File: src/hdl/mss_consts.vh
// Constants of the multi-segment position sequencer.
`ifndef MSS_CONSTS_VH
`define MSS_CONSTS_VH
`define MSS_ADDR_CTRL 8'h00
`define MSS_ADDR_MODE 8'h04
`define MSS_ADDR_START 8'h08
`define MSS_ADDR_END 8'h0C
`define MSS_ADDR_STATUS 8'h10
`define MSS_MODE_SINGLE 2'h0
`define MSS_MODE_CYCLE 2'h1
`define MSS_MODE_INPUT 2'h2
`define MSS_SRC_MULTISEG 2'h1
`define MSS_SEG_DEFAULT 5'h01
`define MSS_SEG_MAX 5'h10
`define MSS_CTRL_POSMODE_BIT 0
`define MSS_CTRL_RESUME_BIT 1
`define MSS_CTRL_SRC_LSB 4
`define MSS_ST_RUN_BIT 0
`define MSS_ST_PAUSE_BIT 1
`define MSS_ST_DONE_BIT 2
`define MSS_ST_SEG_LSB 8
`define MSS_RESP_OKAY 2'h0
`define MSS_RESP_SLVERR 2'h2
`endif

File: src/hdl/mss_seg_next.v
// Next-segment calculation for automatic stepping.
`timescale 1ns/1ps
module mss_seg_next (
    input wire [4:0] cur_seg,
    input wire [4:0] start_seg,
    input wire [4:0] end_seg,
    output reg [4:0] next_seg,
    output reg last_seg
);
    always @* begin
        last_seg = (cur_seg >= end_seg);
        if (last_seg) begin
            next_seg = start_seg;
        end else begin
            next_seg = cur_seg + 5'h01;
        end
    end
endmodule

File: src/hdl/mss_sequencer.v
// Multi-segment position sequencer with AXI4-Lite registers.
// Behaviour
// - Active only in internal multi-segment position mode.
// - Mode 0 steps once through, then stops.
// - Mode 1 repeats the segment sequence forever.
// - Mode 2 follows select inputs on change.
// - Segments run only while enable is valid.
// - Start segment 1..16, default 1.
// - End segment 1..16, default 1.
// - Automatic mode steps by one start to end.
// - Four select inputs driven by external controller.
// - Segment equals select binary value plus one.
// - Select bit is one when input valid.
// - Enable falling edge pauses, abandoning current segment.
// - Resume continues next segment or restarts.
`timescale 1ns/1ps
`include "mss_consts.vh"
module mss_sequencer (
    input wire aclk,
    input wire aresetn,
    input wire [7:0] s_axi_awaddr,
    input wire s_axi_awvalid,
    output reg s_axi_awready,
    input wire [31:0] s_axi_wdata,
    input wire [3:0] s_axi_wstrb,
    input wire s_axi_wvalid,
    output reg s_axi_wready,
    output reg [1:0] s_axi_bresp,
    output reg s_axi_bvalid,
    input wire s_axi_bready,
    input wire [7:0] s_axi_araddr,
    input wire s_axi_arvalid,
    output reg s_axi_arready,
    output reg [31:0] s_axi_rdata,
    output reg [1:0] s_axi_rresp,
    output reg s_axi_rvalid,
    input wire s_axi_rready,
    input wire multiseg_enable_input,
    input wire segment_select_bit0,
    input wire segment_select_bit1,
    input wire segment_select_bit2,
    input wire segment_select_bit3,
    input wire segment_done,
    output reg segment_start,
    output reg [4:0] active_segment,
    output reg segment_abort,
    output reg seq_running
);
    // ----------------------------------------------------------------
    // States
    // ----------------------------------------------------------------
    localparam ST_IDLE = 4'b0001;
    localparam ST_RUN = 4'b0010;
    localparam ST_PAUSE = 4'b0100;
    localparam ST_DONE = 4'b1000;

    reg [3:0] state_q;
    reg [1:0] mode_q;
    reg [4:0] start_q;
    reg [4:0] end_q;
    reg posmode_q;
    reg resume_q;
    reg [1:0] src_q;
    reg en_prev_q;
    reg [3:0] sel_prev_q;
    reg [4:0] resume_seg_q;
    reg aw_got_q;
    reg w_got_q;
    reg [7:0] awaddr_q;
    reg [31:0] wdata_q;
    wire [4:0] next_seg;
    wire last_seg;
    wire enabled;
    wire [3:0] sel_bits;
    wire [4:0] sel_seg;
    wire stopped;
    wire do_write;
    wire [4:0] wseg;
    wire seg_ok;

    // ----------------------------------------------------------------
    // Segment selection
    // ----------------------------------------------------------------
    // Inputs are already at their valid-level meaning here; polarity is handled upstream.
    assign sel_bits = {segment_select_bit3, segment_select_bit2,
                       segment_select_bit1, segment_select_bit0};
    assign sel_seg = {1'b0, sel_bits} + 5'h01;
    assign enabled = posmode_q && (src_q == `MSS_SRC_MULTISEG) &&
                     multiseg_enable_input;
    assign stopped = (state_q != ST_RUN);

    mss_seg_next u_next (
        .cur_seg(active_segment),
        .start_seg(start_q),
        .end_seg(end_q),
        .next_seg(next_seg),
        .last_seg(last_seg)
    );

    // ----------------------------------------------------------------
    // Register bus
    // ----------------------------------------------------------------
    assign do_write = aw_got_q && w_got_q && !s_axi_bvalid;
    assign wseg = wdata_q[4:0];
    assign seg_ok = (wseg >= 5'h01) && (wseg <= `MSS_SEG_MAX) && (wdata_q[31:5] == 27'h0);

    always @(posedge aclk) begin
        if (!aresetn) begin
            s_axi_awready <= 1'b0;
            s_axi_wready <= 1'b0;
            s_axi_bvalid <= 1'b0;
            s_axi_bresp <= `MSS_RESP_OKAY;
            aw_got_q <= 1'b0;
            w_got_q <= 1'b0;
            awaddr_q <= 8'h00;
            wdata_q <= 32'h0000_0000;
            mode_q <= `MSS_MODE_SINGLE;
            start_q <= `MSS_SEG_DEFAULT;
            end_q <= `MSS_SEG_DEFAULT;
            posmode_q <= 1'b0;
            resume_q <= 1'b0;
            src_q <= 2'h0;
        end else begin
            s_axi_awready <= !aw_got_q && !s_axi_awready && s_axi_awvalid;
            s_axi_wready <= !w_got_q && !s_axi_wready && s_axi_wvalid;
            if (s_axi_awvalid && s_axi_awready) begin
                aw_got_q <= 1'b1;
                awaddr_q <= s_axi_awaddr;
            end
            if (s_axi_wvalid && s_axi_wready) begin
                w_got_q <= 1'b1;
                wdata_q <= s_axi_wdata;
            end
            if (s_axi_bvalid && s_axi_bready) begin
                s_axi_bvalid <= 1'b0;
            end
            if (do_write) begin
                aw_got_q <= 1'b0;
                w_got_q <= 1'b0;
                s_axi_bvalid <= 1'b1;
                s_axi_bresp <= `MSS_RESP_OKAY;
                case (awaddr_q)
                    `MSS_ADDR_CTRL: begin
                        posmode_q <= wdata_q[`MSS_CTRL_POSMODE_BIT];
                        resume_q <= wdata_q[`MSS_CTRL_RESUME_BIT];
                        src_q <= wdata_q[`MSS_CTRL_SRC_LSB+1:`MSS_CTRL_SRC_LSB];
                    end
                    `MSS_ADDR_MODE: begin
                        // A write while running is refused so a pass cannot change shape.
                        if (stopped && wdata_q[1:0] <= `MSS_MODE_INPUT) begin
                            mode_q <= wdata_q[1:0];
                        end else begin
                            s_axi_bresp <= `MSS_RESP_SLVERR;
                        end
                    end
                    `MSS_ADDR_START: begin
                        if (stopped && seg_ok) begin
                            start_q <= wseg;
                        end else begin
                            s_axi_bresp <= `MSS_RESP_SLVERR;
                        end
                    end
                    `MSS_ADDR_END: begin
                        if (stopped && seg_ok) begin
                            end_q <= wseg;
                        end else begin
                            s_axi_bresp <= `MSS_RESP_SLVERR;
                        end
                    end
                    default: begin
                        s_axi_bresp <= `MSS_RESP_SLVERR;
                    end
                endcase
            end
        end
    end

    always @(posedge aclk) begin
        if (!aresetn) begin
            s_axi_arready <= 1'b0;
            s_axi_rvalid <= 1'b0;
            s_axi_rdata <= 32'h0000_0000;
            s_axi_rresp <= `MSS_RESP_OKAY;
        end else begin
            s_axi_arready <= !s_axi_arready && !s_axi_rvalid && s_axi_arvalid;
            if (s_axi_rvalid && s_axi_rready) begin
                s_axi_rvalid <= 1'b0;
            end
            if (s_axi_arvalid && s_axi_arready) begin
                s_axi_rvalid <= 1'b1;
                s_axi_rresp <= `MSS_RESP_OKAY;
                s_axi_rdata <= 32'h0000_0000;
                case (s_axi_araddr)
                    `MSS_ADDR_CTRL: begin
                        s_axi_rdata <= {26'h0, src_q, 2'h0, resume_q, posmode_q};
                    end
                    `MSS_ADDR_MODE: begin
                        s_axi_rdata <= {30'h0, mode_q};
                    end
                    `MSS_ADDR_START: begin
                        s_axi_rdata <= {27'h0, start_q};
                    end
                    `MSS_ADDR_END: begin
                        s_axi_rdata <= {27'h0, end_q};
                    end
                    `MSS_ADDR_STATUS: begin
                        s_axi_rdata <= {19'h0, active_segment, 5'h0,
                                        state_q == ST_DONE, state_q == ST_PAUSE,
                                        state_q == ST_RUN};
                    end
                    default: begin
                        s_axi_rresp <= `MSS_RESP_SLVERR;
                    end
                endcase
            end
        end
    end

    // ----------------------------------------------------------------
    // Sequencer
    // ----------------------------------------------------------------
    always @(posedge aclk) begin
        if (!aresetn) begin
            state_q <= ST_IDLE;
            active_segment <= `MSS_SEG_DEFAULT;
            resume_seg_q <= `MSS_SEG_DEFAULT;
            segment_start <= 1'b0;
            segment_abort <= 1'b0;
            seq_running <= 1'b0;
            en_prev_q <= 1'b0;
            sel_prev_q <= 4'h0;
        end else begin
            segment_start <= 1'b0;
            segment_abort <= 1'b0;
            en_prev_q <= enabled;
            sel_prev_q <= sel_bits;
            case (state_q)
                ST_IDLE: begin
                    if (enabled) begin
                        state_q <= ST_RUN;
                        seq_running <= 1'b1;
                        segment_start <= 1'b1;
                        if (mode_q == `MSS_MODE_INPUT) begin
                            active_segment <= sel_seg;
                        end else begin
                            active_segment <= start_q;
                        end
                    end
                end
                ST_RUN: begin
                    if (en_prev_q && !enabled) begin
                        // Pause drops the rest of the segment at once.
                        state_q <= ST_PAUSE;
                        seq_running <= 1'b0;
                        segment_abort <= 1'b1;
                        resume_seg_q <= resume_q ? start_q : next_seg;
                    end else if (mode_q == `MSS_MODE_INPUT) begin
                        if (sel_bits != sel_prev_q) begin
                            active_segment <= sel_seg;
                            segment_start <= 1'b1;
                        end
                    end else if (segment_done) begin
                        if (last_seg && mode_q == `MSS_MODE_SINGLE) begin
                            state_q <= ST_DONE;
                            seq_running <= 1'b0;
                        end else begin
                            active_segment <= next_seg;
                            segment_start <= 1'b1;
                        end
                    end
                end
                ST_PAUSE: begin
                    if (enabled) begin
                        state_q <= ST_RUN;
                        seq_running <= 1'b1;
                        segment_start <= 1'b1;
                        if (mode_q == `MSS_MODE_INPUT) begin
                            active_segment <= sel_seg;
                        end else begin
                            active_segment <= resume_seg_q;
                        end
                    end
                end
                ST_DONE: begin
                    // A new pass needs the enable to be withdrawn and given again.
                    if (!enabled) begin
                        state_q <= ST_IDLE;
                    end
                end
                default: begin
                    state_q <= ST_IDLE;
                end
            endcase
        end
    end
endmodule

File: config.mk
export PLATFORM = sky130hd
export DESIGN_NAME = mss_sequencer
export DESIGN_NICKNAME = d
export VERILOG_FILES = /design/src/hdl/mss_seg_next.v /design/src/hdl/mss_sequencer.v
export VERILOG_INCLUDE_DIRS = /design/src /design/src/hdl
export SDC_FILE = /design/constraint.sdc
export NUM_CORES = 1
export LEC_CHECK = 0
export BUFFER_PORTS_ARGS = -buffer_cell sky130_fd_sc_hd__buf_2
export CORE_MARGIN = 2
export CORE_UTILIZATION = 25
export CTS_BUF_LIST = sky130_fd_sc_hd__clkbuf_8
export CTS_CLUSTER_SIZE = 24
export DETAILED_ROUTE_END_ITERATION = 12
export GPL_TIMING_DRIVEN = 0
export HOLD_SLACK_MARGIN = 0.12
export SLEW_MARGIN = 10
export SYNTH_ARGS = -nofsm -noshare
export SYNTH_HDL_FRONTEND = slang
export SYNTH_SLANG_ARGS = --single-unit
File: constraint.sdc
create_clock -name aclk -period 3.05 [get_ports aclk]
set_clock_uncertainty 0.2 [all_clocks]
set_input_delay 0 -clock aclk [delete_from_list [all_inputs] [get_ports aclk]]
set_output_delay 0 -clock aclk [all_outputs]
set_load 0.02 [all_outputs]
Word level (Yosys, flattened, before mapping)
Cells that the tools add are included.

word-level totals
  bits in registers = 121
  input bits = 65

cells by class
  add/sub/neg operators = 2
  $lt $le $gt $ge = 4
  eq/ne operators = 26
  multiplexer cells = 42
  bitwise gates (word level) = 1
  reduce and logical (&&, ||, !) cells = 50

operators with widths
  kind                                                  count
  one-hot mux 13 bit (5 select lines)                   1
  2-to-1 mux 5 bit                                      11
  equality test 8 x 4 -> 1 bit (second input constant)  4
  logical NOT 27 bit                                    1
  2-to-1 mux 4 bit                                      6
  logical AND 1 bit                                     21
  equality test 8 x 3 -> 1 bit (second input constant)  2
  logical NOT 8 bit                                     2
  2-to-1 mux 1 bit                                      16
  one-hot mux 5 bit (3 select lines)                    1
  one-hot mux 4 bit (3 select lines)                    1
  AND reduction 5 bit                                   2
  != test 3 x 2 -> 1 bit (second input constant)        3
  AND reduction 3 bit                                   3
  equality test 8 x 5 -> 1 bit (second input constant)  1
  logical NOT 1 bit                                     8
  != test 2 bit (second input constant)                 4
  AND reduction 7 bit                                   1
  2-to-1 mux 2 bit                                      3
  != test 3 bit (second input constant)                 2
  one-hot mux 2 bit (3 select lines)                    1
  AND reduction 2 bit                                   3
  nonzero test 2 bit                                    3
  OR reduction 2 bit                                    3
  other kinds (21)                                      22

Depth between registers and ports, before layout
Gate-level depths: netlist (run 1).

  depth after elaboration = 7
  gate-level depth with buffers = 9
  depth with buffers taken out = 8

By module
Synthesis (run 1) repeated with hierarchy kept, for this count alone.

unflattened totals
  cell total of the unflattened synthesis = 551
  area, all modules = 4605.7 um^2

modules (own cells, without submodules)
  module         instances  cells each  area an instance (um^2)
  mss_sequencer  1          523         4351.7
  mss_seg_next   1          28          254.0

Least setup slack after synthesis (run 1)
No wires, ideal clock.

  kind = reg2reg
  start point = register active_segment[0]
  end point = register active_segment[2]
  library setup time = 0.119 ns
  arrival = 2.178 ns
  required time = 2.731 ns
  slack = 0.554 ns
  cell stages (with the launch flop) = 10
  cells stage by stage = dfxtp_1 > inv_1 > ha_1 > nor2b_1 > o21ai_0 > a21o_1 > buf_2 > a211oi_2 > or2_2 > o221a_2

on the way
  longest elaborated chain between the ends = 7

ends and longest elaborated chain
  element                                                      line                                  text
  start: declaration                                           mss_sequencer.v:45                    output reg [4:0] active_segment,
  start signal: assignment                                     mss_sequencer.v:225                   active_segment <= `MSS_SEG_DEFAULT;
  start signal: assignment                                     mss_sequencer.v:244                   active_segment <= sel_seg;
  start signal: assignment                                     mss_sequencer.v:246                   active_segment <= start_q;
  adder 5 x 1 -> 5 bit or >= comparator 5 bit (tied branches)  mss_seg_next.v:15, mss_seg_next.v:11
  2-to-1 mux 5 bit                                             mss_seg_next.v:12                     if (last_seg) begin
  2-to-1 mux 5 bit                                             mss_sequencer.v:263                   if (last_seg && mode_q == `MSS_MODE_SINGLE) begin
  2-to-1 mux 5 bit                                             mss_sequencer.v:262                   end else if (segment_done) begin
  2-to-1 mux 5 bit                                             mss_sequencer.v:257                   end else if (mode_q == `MSS_MODE_INPUT) begin
  2-to-1 mux 5 bit                                             mss_sequencer.v:251                   if (en_prev_q && !enabled) begin
  one-hot mux 5 bit (3 select lines)                           mss_sequencer.v:237                   case (state_q)

Parallel ways exist; a longest one is shown, timed or not. The select of a mux whose other input is x is not followed.
A chain may end at the register's enable or synchronous reset.

Worst setup path after layout (run 1)
  start point = input port s_axi_araddr[7]
  end point = register s_axi_rdata[5]

on the way
  longest elaborated chain between the ends = 2

ends and longest elaborated chain
  element                                               line                 text
  start: declaration                                    mss_sequencer.v:31   input wire [7:0] s_axi_araddr,
  equality test 8 x 5 -> 1 bit (tied with other cells)  mss_sequencer.v:193  case (s_axi_araddr)
  one-hot mux 13 bit (5 select lines) (*)               mss_sequencer.v:193
  end signal: assignment                                mss_sequencer.v:195  s_axi_rdata <= {26'h0, src_q, 2'h0, resume_q, posmode_q};
  end signal: assignment                                mss_sequencer.v:198  s_axi_rdata <= {30'h0, mode_q};
  end signal: assignment                                mss_sequencer.v:201  s_axi_rdata <= {27'h0, start_q};
  end: declaration                                      mss_sequencer.v:34   output reg [31:0] s_axi_rdata,

Mark *: on every way between the ends. The rest lies on a longest branch, timed or not.

==> results of run 1 <==
[critical path, delay by kind of cell]
| kind | cells | cell delay [ps] |
|---|---|---|
| buffers and inverters | 5 | 2360 |
| AOI/OAI and AO/OA | 1 | 140 |
| and+or+nand+nor | 4 | 420 |
[sequential cells by signal, summed over array words and instances, names as in the netlist, 2 cells and up]
register        count
wdata_q            32
s_axi_rdata        11
awaddr_q            8
active_segment      5
end_q               5
resume_seg_q        5
start_q             5
sel_prev_q          4
state_q             4
mode_q              2
src_q               2
[routing by layer]
layer,GRT usage,share of wire,vias to the layer above
met2,0.2346,0.49,88
met5,0,0,-
met3,0.03801,0.047,5
met1,0.1808,0.46,1917
met4,0.03118,0.0046,0
li1,-,-,2195
[per-stage QoR]
step | cell area, µm² | cells | total power [mW] | setup slack [ps]
after floorplan | 4568 | 554 | 1.529 | 553.6
after global placement | 5265 | 862 | 1.618 | 367.2
after detailed placement | 5265 | 862 | 1.620 | 312.6
after CTS | 6195 | 949 | 2.593 | 267.6
after global routing | 6195 | 949 | 2.683 | 46.84
final | 6195 | 949 | 2.560 | 240.1
[placed cells by master, fill, tap and decap left out, types with 4 or more instances in the layout]
cell	instances
nand3_1	24
a211oi_1	4
a21oi_1	56
nor2_1	31
ha_1	7
o22ai_1	7
clkbuf_8	9
dfxtp_1	98
nor2b_1	4
conb_1	23
nor4_1	7
xnor2_1	8
and2_1	7
nand4_1	4
a22oi_1	8
clkbuf_1	21
o21ai_0	17
buf_2	86
mux2i_1	19
nor3_1	10
xor2_1	4
buf_4	24
nand2_1	104
dlygate4sd3_1	72
o31ai_1	4
inv_1	13
[power breakdown]
| group | internal (mW) | switching, mW |
|---|---|---|
| clock | 0.455 | 0.451 |
| sequential | 1.31 | 0.0185 |
| combinational | 0.159 | 0.170 |
[kinds of logic after synthesis]
| family | after synthesis | share of synthesized area |
|---|---|---|
| flip-flops | 98 | 0.4374 |
| AO/OA/AOI/OAI | 118 | 0.1623 |
| other | 1 | 0.0008360 |
| AND/OR/NAND/NOR | 212 | 0.2285 |
| XOR/XNOR | 12 | 0.02343 |
| adder cells (fa/ha/maj) | 7 | 0.01952 |
| multiplexers | 22 | 0.05495 |
| buffers and inverters | 62 | 0.07308 |
[cell type report]
type | instances | share of cell area
Clock buffer | 9 | 0.02000
Sequential cell | 98 | 0.3167
Clock inverter | 6 | 0.01373
Tap cell | 225 | 0.04545
Buffer | 50 | 0.04565
Timing Repair Buffer | 155 | 0.1834
Inverter | 12 | 0.007271
Multi-Input combinational cell | 394 | 0.3678
[worst max path at each step]
| stage | start | end | cells after the start |
|---|---|---|---|
| floorplan | active_segment[0]$_SDFFE_PN1P_ | active_segment[2]$_SDFFE_PN0P_ | 9 |
| global placement | active_segment[0]$_SDFFE_PN1P_ | resume_seg_q[2]$_SDFFE_PN0P_ | 7 |
| detailed placement | active_segment[0]$_SDFFE_PN1P_ | resume_seg_q[2]$_SDFFE_PN0P_ | 7 |
| CTS | active_segment[0]$_SDFFE_PN1P_ | state_q[1]$_SDFFE_PN0P_ | 10 |
| global route | active_segment[0]$_SDFFE_PN1P_ | resume_seg_q[0]$_SDFFE_PN1P_ | 8 |
| finish | s_axi_araddr[7] | s_axi_rdata[5]$_SDFFE_PN0P_ | 10 |
[what timing repair did]
| item | in CTS | in global routing |
|---|---|---|
| endpoints found under the hold margin | 82 | 0 |
| hold buffers | 72 | 0 |
| gates resized for setup | 0 | 0 |
==> impl_metrics.tcl, run 1 <==
set metrics [dict create \
    outcome "completed" \
    ios 114 \
    fin_crit_ps 2810 \
    cp_common_cell "dlygate4sd3_1" \
    cpPeakStageDelay_ps 600 \
    rr_worst_depth 10 \
    first_pass_iters 5 \
    grt_pass1_wl_mm 20.51 \
    critPathMaxFanout 3 \
    hold_end "s_axi_arready$_SDFF_PN0_" \
    drive_gt1_frac 0.1948 \
    hp-class "primary input to flop" \
    vias 4205 \
    grt_usage 0.1403 \
    final_nets 792 \
    grt_pass1_vias 4039 \
    synthFlopType "dfxtp_1" \
    fillCellCount 1818 \
    rsz0062_at_grt "no" \
    ant_nets 0 \
    diodes 0 \
    vias_per_cell 4.431 \
    fin_crit_sh 0.9213 \
    reg2reg_from "active_segment[0]$_SDFFE_PN1P_" \
    initial_core_util 0.2575 \
    dp_hpwl_mm 9.082 \
    async_flop_share 0 \
    coreArea_um2 17420 \
    synth_most_common_cell "nand2_1" \
    leakage_nw 2.483 \
    portBuffers 83 \
    antenna_found_initial 0 \
    row_count 48 \
    required_ps 3160 \
    setup_viol 0 \
    netlist_area_um2 4486 \
    drt_iter0_drc 229 \
    fp.dieH_um 138.0 \
    r2r_setup_slack_ps 260 \
    clockRootBuffer "clkbuf_8" \
    worst_slew_pin_slew_ps 1047 \
    synthDistinctLibCells 60 \
    seqCellArea_um2 1962 \
    critPathArrivalTime_ps 2920 \
    synth-edff-count 0 \
    final_util 0.3557 \
    syn2layout_area_growth_pct 38.10 \
    grt_max_degree 16 \
    multi_input_area_um2 2278 \
    cts-buffers-inserted 9 \
    synth_top_cell_by_area "dfxtp_1" \
    wirelength_mm 12.69 \
    ys_ff_latch 98 \
    slew_headroom 0.2976 \
    holdWs_ps 205.9 \
    reg2reg_to "state_q[1]$_SDFFE_PN0P_" \
    yosysSeqAreaShare 0.4374 \
    clkTransAtPathRegs_ps 90 \
    yosys_warnings 0 \
    fmax_mhz 355.9 \
    gp_congestion 0.8157 \
    critical_path_class "primary input to flop" \
    slowest_stage "dlygate4sd3_1" \
    drv_slew 0 \
    irDropWorstVdd_uv 266.3 \
    cap_violations 0 \
    synthCells 532 \
    synth.area.top_cells "dfxtp_1 (44%), nand2_1 (8.7%), a21oi_1 (6.2%)" \
    overflow 0 \
    crit_path_cell_trace "dlygate4sd3_1, buf_2, nor2_1, dlygate4sd3_1, nand2_1, dlygate4sd3_1, nor2_1, nand4_1, dlygate4sd3_1, a21oi_1" \
    netlist.area_leader.share 0.4374 \
    start_kind "primary input" \
    cts_tree "done" \
    htreeDepth 3 \
    setup.worst_path.end_class "flop" \
    postCtsSetupBuffers 0 \
    hold_depth 4 \
    dieWidth_um 138.0 \
    hold_viol 0 \
    min_from "s_axi_arvalid" \
    setup_tns_ps 0 \
    cts.sinks 98 \
    wl_per_cell_um 13.37 \
    drc 0 \
    synth_commonest_cells "nand2_1 (104), dfxtp_1 (98), a21oi_1 (56)" \
    clock_path_buffers 2 \
    clk_latency_ps 380 \
    power-per-cell-area_nw_per_um2 413.3 \
    dieArea_um2 19030 \
    synth.avg_cell_area_um2 8.431 \
]
Power figures use the tool's default switching activity.
==> run 2, diff against run 1 <==
Settings changed: ABC_CLOCK_PERIOD_IN_PS set to 3050, GPL_TIMING_DRIVEN 0 to unset.
==> run 2 against run 1 <==
Global-route usage down 0.55 points. Core utilization grew 0.49 points. Largest power group unchanged. Largest cell class unchanged. Critical endpoint unchanged. Non-clock buffer count decreased by 10. Flip-flop and latch count unchanged. Critical path depth is the same. Via count rose by 1.7%. Routed wire length decreased by 0.98%. Clock-buffer cell count is the same. Final cell count fell by 0.95%. Hold slack worse by 24 ps.
==> impl_metrics.tcl, run 2 (synthesized netlist as in run 1, its figures left out) <==
set metrics [dict create \
    outcome "completed" \
    reg_top3 "wdata_q: 32 flops, s_axi_rdata: 11 flops, awaddr_q: 8 flops" \
    total_power_mw 2.579 \
    required_ps 3160 \
    min_from "s_axi_wdata[11]" \
    diodes 0 \
    setup_viol 0 \
    critPathArrivalTime_ps 3040 \
    vias_per_cell 4.549 \
    grt_usage 0.1349 \
    ant_nets 0 \
    rr_worst_depth 9 \
    rsz0062_at_grt "no" \
    reg2reg_from "active_segment[0]$_SDFFE_PN1P_" \
    gp_congestion 0.8389 \
    drive_gt1_frac 0.1804 \
    drc 0 \
    clock_path_buffers 2 \
    critical_path_class "primary input to flop" \
    wirelength_mm 12.57 \
    grt_pass1_vias 4054 \
    multi_input_area_um2 2278 \
    ios 114 \
    dp_hpwl_mm 8.496 \
    portBuffers 86 \
    seqCellArea_um2 1962 \
    cts_resized 0 \
    largest_register_ffs 32 \
    antenna_found_initial 0 \
    coreArea_um2 17420 \
    wl_per_cell_um 13.37 \
    dieWidth_um 138.0 \
    first_pass_iters 4 \
    clkTransAtPathRegs_ps 100 \
    vias 4276 \
    cts.sinks 98 \
    ctsHoldBuffers 99 \
    grt_pass1_wl_mm 19.89 \
    drt_iter0_drc 205 \
    fillCellCount 1830 \
    clockRootBuffer "clkbuf_8" \
    irDropWorstVdd_uv 279.9 \
    htreeDepth 3 \
    overflow 0 \
    worst_slew_pin_slew_ps 1049 \
    fp.dieH_um 138.0 \
    final_cell_mix "nand2_1 (104), dlygate4sd3_1 (99), dfxtp_1 (98), buf_2 (86), a21oi_1 (56)" \
    leakage_nw 2.531 \
    clk_latency_ps 380 \
    grt_max_degree 41 \
    r2r_setup_slack_ps 420 \
    row_count 48 \
    setup.worst_path.end_class "flop" \
    hp-class "primary input to flop" \
    regMostFlops "wdata_q" \
    syn2layout_area_growth_pct 40.00 \
    fin_crit_ps 2933 \
    cts-buffers-inserted 9 \
    final_nets 782 \
    reg2reg_to "state_q[1]$_SDFFE_PN0P_" \
    fin_crit_sh 0.9618 \
    postCtsSetupBuffers 0 \
    dieArea_um2 19030 \
    hold_end "wdata_q[11]$_SDFFE_PN0P_" \
    initial_core_util 0.2575 \
    setup_tns_ps 0 \
    cap_violations 0 \
    fmax_mhz 340.9 \
    slew_headroom 0.2987 \
    start_kind "primary input" \
    layout_commonest_cell "nand2_1" \
    drv_slew 0 \
    hold_viol 0 \
    critPathMaxFanout 3 \
    hold_depth 4 \
    power-per-cell-area_nw_per_um2 410.6 \
    cts_tree "done" \
]
-- run 2: cell count changes in the layout (fill, tap and decap cells not counted), sizes merged --
cell | before | now
clkbuf | 31 | 9
clkinv | 2 | 4
buf | 111 | 96
dlygate4sd3 | 72 | 99
inv | 14 | 13
-- run 2: through the flow --
step                      std cells  hold slack [ps]    util  worst slack, ps  cell area, µm²
after floorplan                 554           -81.69       -            553.6            4568
after global placement          825            43.24  0.2912            556.5            5072
after detailed placement        825            44.58  0.2912            542.8            5072
after CTS                       940            157.1  0.3606            242.9            6280
after global routing            940            171.2  0.3606            4.429            6280
final                           940            182.0  0.3606            116.6            6280
-- run 2: metal layers --
| metal | wire length (µm) | GRT usage | up-vias |
|---|---|---|---|
| li1 | - | - | 2168 |
| met1 | 5629 | 0.1683 | 1989 |
| met2 | 6231 | 0.2294 | 114 |
| met3 | 635 | 0.03545 | 5 |
| met4 | 69 | 0.03741 | 0 |
| met5 | 0 | 0 | - |
-- run 2: power breakdown --
part           total, mW  switching [mW]  internal (mW)  leakage (nW)
sequential          1.34          0.0299           1.31         0.794
combinational      0.302           0.154          0.149          1.62
clock              0.939           0.477          0.462         0.113
-- run 2: worst max path at each step --
stage,from,endpoint,slack [ps]
5_1_grt,s_axi_araddr[6],s_axi_rdata[5]$_SDFFE_PN0P_,4
3_3_place_gp,state_q[0]$_SDFFE_PN1P_,end_q[0]$_SDFFE_PN1P_,560
2_1_floorplan,active_segment[0]$_SDFFE_PN1P_,active_segment[2]$_SDFFE_PN0P_,550
3_5_place_dp,state_q[0]$_SDFFE_PN1P_,end_q[0]$_SDFFE_PN1P_,540
6_report,s_axi_araddr[6],s_axi_rdata[5]$_SDFFE_PN0P_,120
4_1_cts,s_axi_araddr[6],s_axi_rdata[5]$_SDFFE_PN0P_,240
-- run 2: worst max-delay path: stages --
cell and delay (ps):
dlygate4sd3_1 530, buf_2 120, nor3_1 110, dlygate4sd3_1 580
nand2_1 90, nor2_1 150, dlygate4sd3_1 610, nand4_1 120
dlygate4sd3_1 600, a21oi_1 140
-- run 2: final cells by class --
cell class                      count  share of cell area
Clock buffer                        9             0.01973
Clock inverter                      7             0.01474
Inverter                           12            0.007173
Multi-Input combinational cell    394              0.3628
Sequential cell                    98              0.3124
Tap cell                          225             0.04483
Timing Repair Buffer              195              0.2383
==> run 3, diff against run 2 <==
Settings changed: ABC_CLOCK_PERIOD_IN_PS 3050 to 3500.
Clock period 3.05 ns to 3.5 ns, I/O delays scaled along.
==> run 3 against run 2 <==
Critical path type unchanged. Global-route usage decreased by 0.10 points. Critical path depth unchanged. Non-clock buffer count decreased by 19. Critical endpoint is now s_axi_rdata[3]$_SDFFE_PN0P_. Setup slack improved by 600 ps. Sequential power decreased by 13%. Power decreased by 15%. Flip-flop and latch count unchanged. Final cell count decreased by 2.0%. Highest routed layer unchanged. First-iteration DRC count decreased by 23%. Clock power decreased by 17%.
==> impl_metrics.tcl, run 3 (synthesized netlist as in run 1, its figures left out) <==
set metrics [dict create \
    syn2layout_area_growth_pct 35.93 \
    critical_path_class "primary input to flop" \
    holdWs_ps 192.2 \
    slowest_stage "dlygate4sd3_1" \
    worst_slew_pin_slew_ps 1092 \
    hp-class "primary input to flop" \
    clock_path_buffers 2 \
    setup.worst_path.start "s_axi_araddr[7]" \
    outcome "completed" \
    crit_path_cell_trace "dlygate4sd3_1, buf_2, nor2_1, dlygate4sd3_1, nand2_1, dlygate4sd3_1, nor2_1, nand4_1, dlygate4sd3_1, a21oi_1" \
    cts_tree "done" \
    ios 114 \
    gp_congestion 0.8140 \
    row_count 48 \
    critPathMaxFanout 3 \
    ant_nets 0 \
    intPower_mw 1.608 \
    layout_commonest_cell "nand2_1" \
    cap_violations 0 \
    hold_viol 0 \
    overflow 0 \
    fp.dieH_um 138.0 \
    first_pass_iters 4 \
    vias 4122 \
    fin_crit_sh 0.7939 \
    irDropWorstVdd_uv 219.0 \
    dieArea_um2 19030 \
    reg2reg_from "active_segment[0]$_SDFFE_PN1P_" \
    critPathArrivalTime_ps 2900 \
    design_area_um2 6097 \
    leakage_nw 2.416 \
    clkTransAtPathRegs_ps 100 \
    fillCellCount 1828 \
    drv_slew 0 \
    initial_core_util 0.2575 \
    cts_resized 0 \
    start_kind "primary input" \
    dp_hpwl_mm 8.280 \
    drive_gt1_frac 0.1767 \
    drt_iter0_drc 158 \
    diodes 0 \
    dpl_cell_area_um2 5027 \
    required_ps 3620 \
    clockPowerShare 0.353 \
    grt_pass1_wl_mm 19.93 \
    largest_register_ffs 32 \
    antenna_found_initial 0 \
    coreArea_um2 17420 \
    wirelength_mm 12.28 \
    r2r_setup_slack_ps 730 \
    cts-buffers-inserted 9 \
    rsz0062_at_grt "no" \
    postCtsSetupBuffers 0 \
    cts.sinks 98 \
    place_ws_ps 787.1 \
    seq_power_share 0.529 \
    setup_viol 0 \
    final_util 0.3501 \
    fmax_mhz 359.9 \
    p_sw_frac 0.2694 \
    endpoint "s_axi_rdata[3]$_SDFFE_PN0P_" \
    grt_pass1_vias 4028 \
    grt_usage 0.1339 \
    power-per-cell-area_nw_per_um2 361.0 \
    postLayoutSetupSlackWorst_ps 721.2 \
    final_cell_mix "nand2_1 (104), dfxtp_1 (98), dlygate4sd3_1 (86), buf_2 (86), a21oi_1 (56)" \
    clockRootBuffer "clkbuf_8" \
    portBuffers 86 \
    drc 0 \
    cp_common_cell "dlygate4sd3_1" \
    regMostFlops "wdata_q" \
    setup_tns_ps 0 \
    wl_per_cell_um 13.34 \
    htreeDepth 3 \
    reg_top3 "wdata_q: 32 flops, s_axi_rdata: 11 flops, awaddr_q: 8 flops" \
    ctsHoldBuffers 86 \
    cpPeakStageDelay_ps 590 \
    reg2reg_to "state_q[1]$_SDFFE_PN0P_" \
    vias_per_cell 4.476 \
    p_comb_frac 0.118 \
    rr_worst_depth 9 \
    fin_crit_ps 2779 \
    slew_headroom 0.2719 \
    p_sw_uw 593.1 \
    setup.worst_path.end_class "flop" \
    grt_max_degree 45 \
    clk_latency_ps 380 \
    final_nets 763 \
    dieWidth_um 138.0 \
]
-- run 3: cell types whose count changed in the layout (fill, tap and decap cells not counted), sizes merged --
cell and change:
buf -6, bufinv -1, clkinv -1, dlygate4sd3 -13, inv +2
-- run 3: layout make-up --
type / count / area, µm² / area share
Multi-Input combinational cell: 394 / 2278 / 0.3737
Tap cell: 225 / 281.5 / 0.04617
Timing Repair Buffer: 176 / 1321 / 0.2167
Inverter: 12 / 45.04 / 0.007388
Clock inverter: 7 / 85.08 / 0.01395
Sequential cell: 98 / 1962 / 0.3218
Clock buffer: 9 / 123.9 / 0.02032
-- run 3: layer usage --
metal | global-route usage | vias to the layer above | wire length (µm)
li1 | - | 2140 | -
met1 | 0.1676 | 1890 | 5705
met2 | 0.2302 | 82 | 5948
met3 | 0.03399 | 10 | 509
met4 | 0.03231 | 0 | 120
met5 | 0 | - | 0
-- run 3: worst max-delay path, delay by kind of cell --
kind / cells / cell delay (ps)
AO/OA/AOI/OAI: 1 / 140
AND/OR/NAND/NOR: 4 / 400
buffers and inverters: 5 / 2340
-- run 3: metrics by stage --
stage,total power [mW],std cells
2_1_floorplan,1.333,554
3_3_place_gp,1.382,819
3_5_place_dp,1.383,819
4_1_cts,2.224,921
5_1_grt,2.309,921
6_report,2.201,921
-- run 3: worst min-delay path by stage --
stage,from,end,depth (start not counted)
floorplan,s_axi_arvalid,s_axi_arready$_SDFF_PN0_,2
global placement,s_axi_wdata[28],wdata_q[28]$_SDFFE_PN0P_,3
detailed placement,s_axi_wdata[27],wdata_q[27]$_SDFFE_PN0P_,3
CTS,s_axi_wdata[17],wdata_q[17]$_SDFFE_PN0P_,4
global route,s_axi_wdata[11],wdata_q[11]$_SDFFE_PN0P_,4
finish,s_axi_wdata[16],wdata_q[16]$_SDFFE_PN0P_,4
-- run 3: power groups by stage --
stage	clock network, mW	registers [mW]	logic (mW)
after CTS	0.803	1.17	0.256
final	0.777	1.17	0.259
after global routing	0.852	1.17	0.287
after floorplan	0	1.18	0.152
after detailed placement	0	1.19	0.192
after global placement	0	1.19	0.191
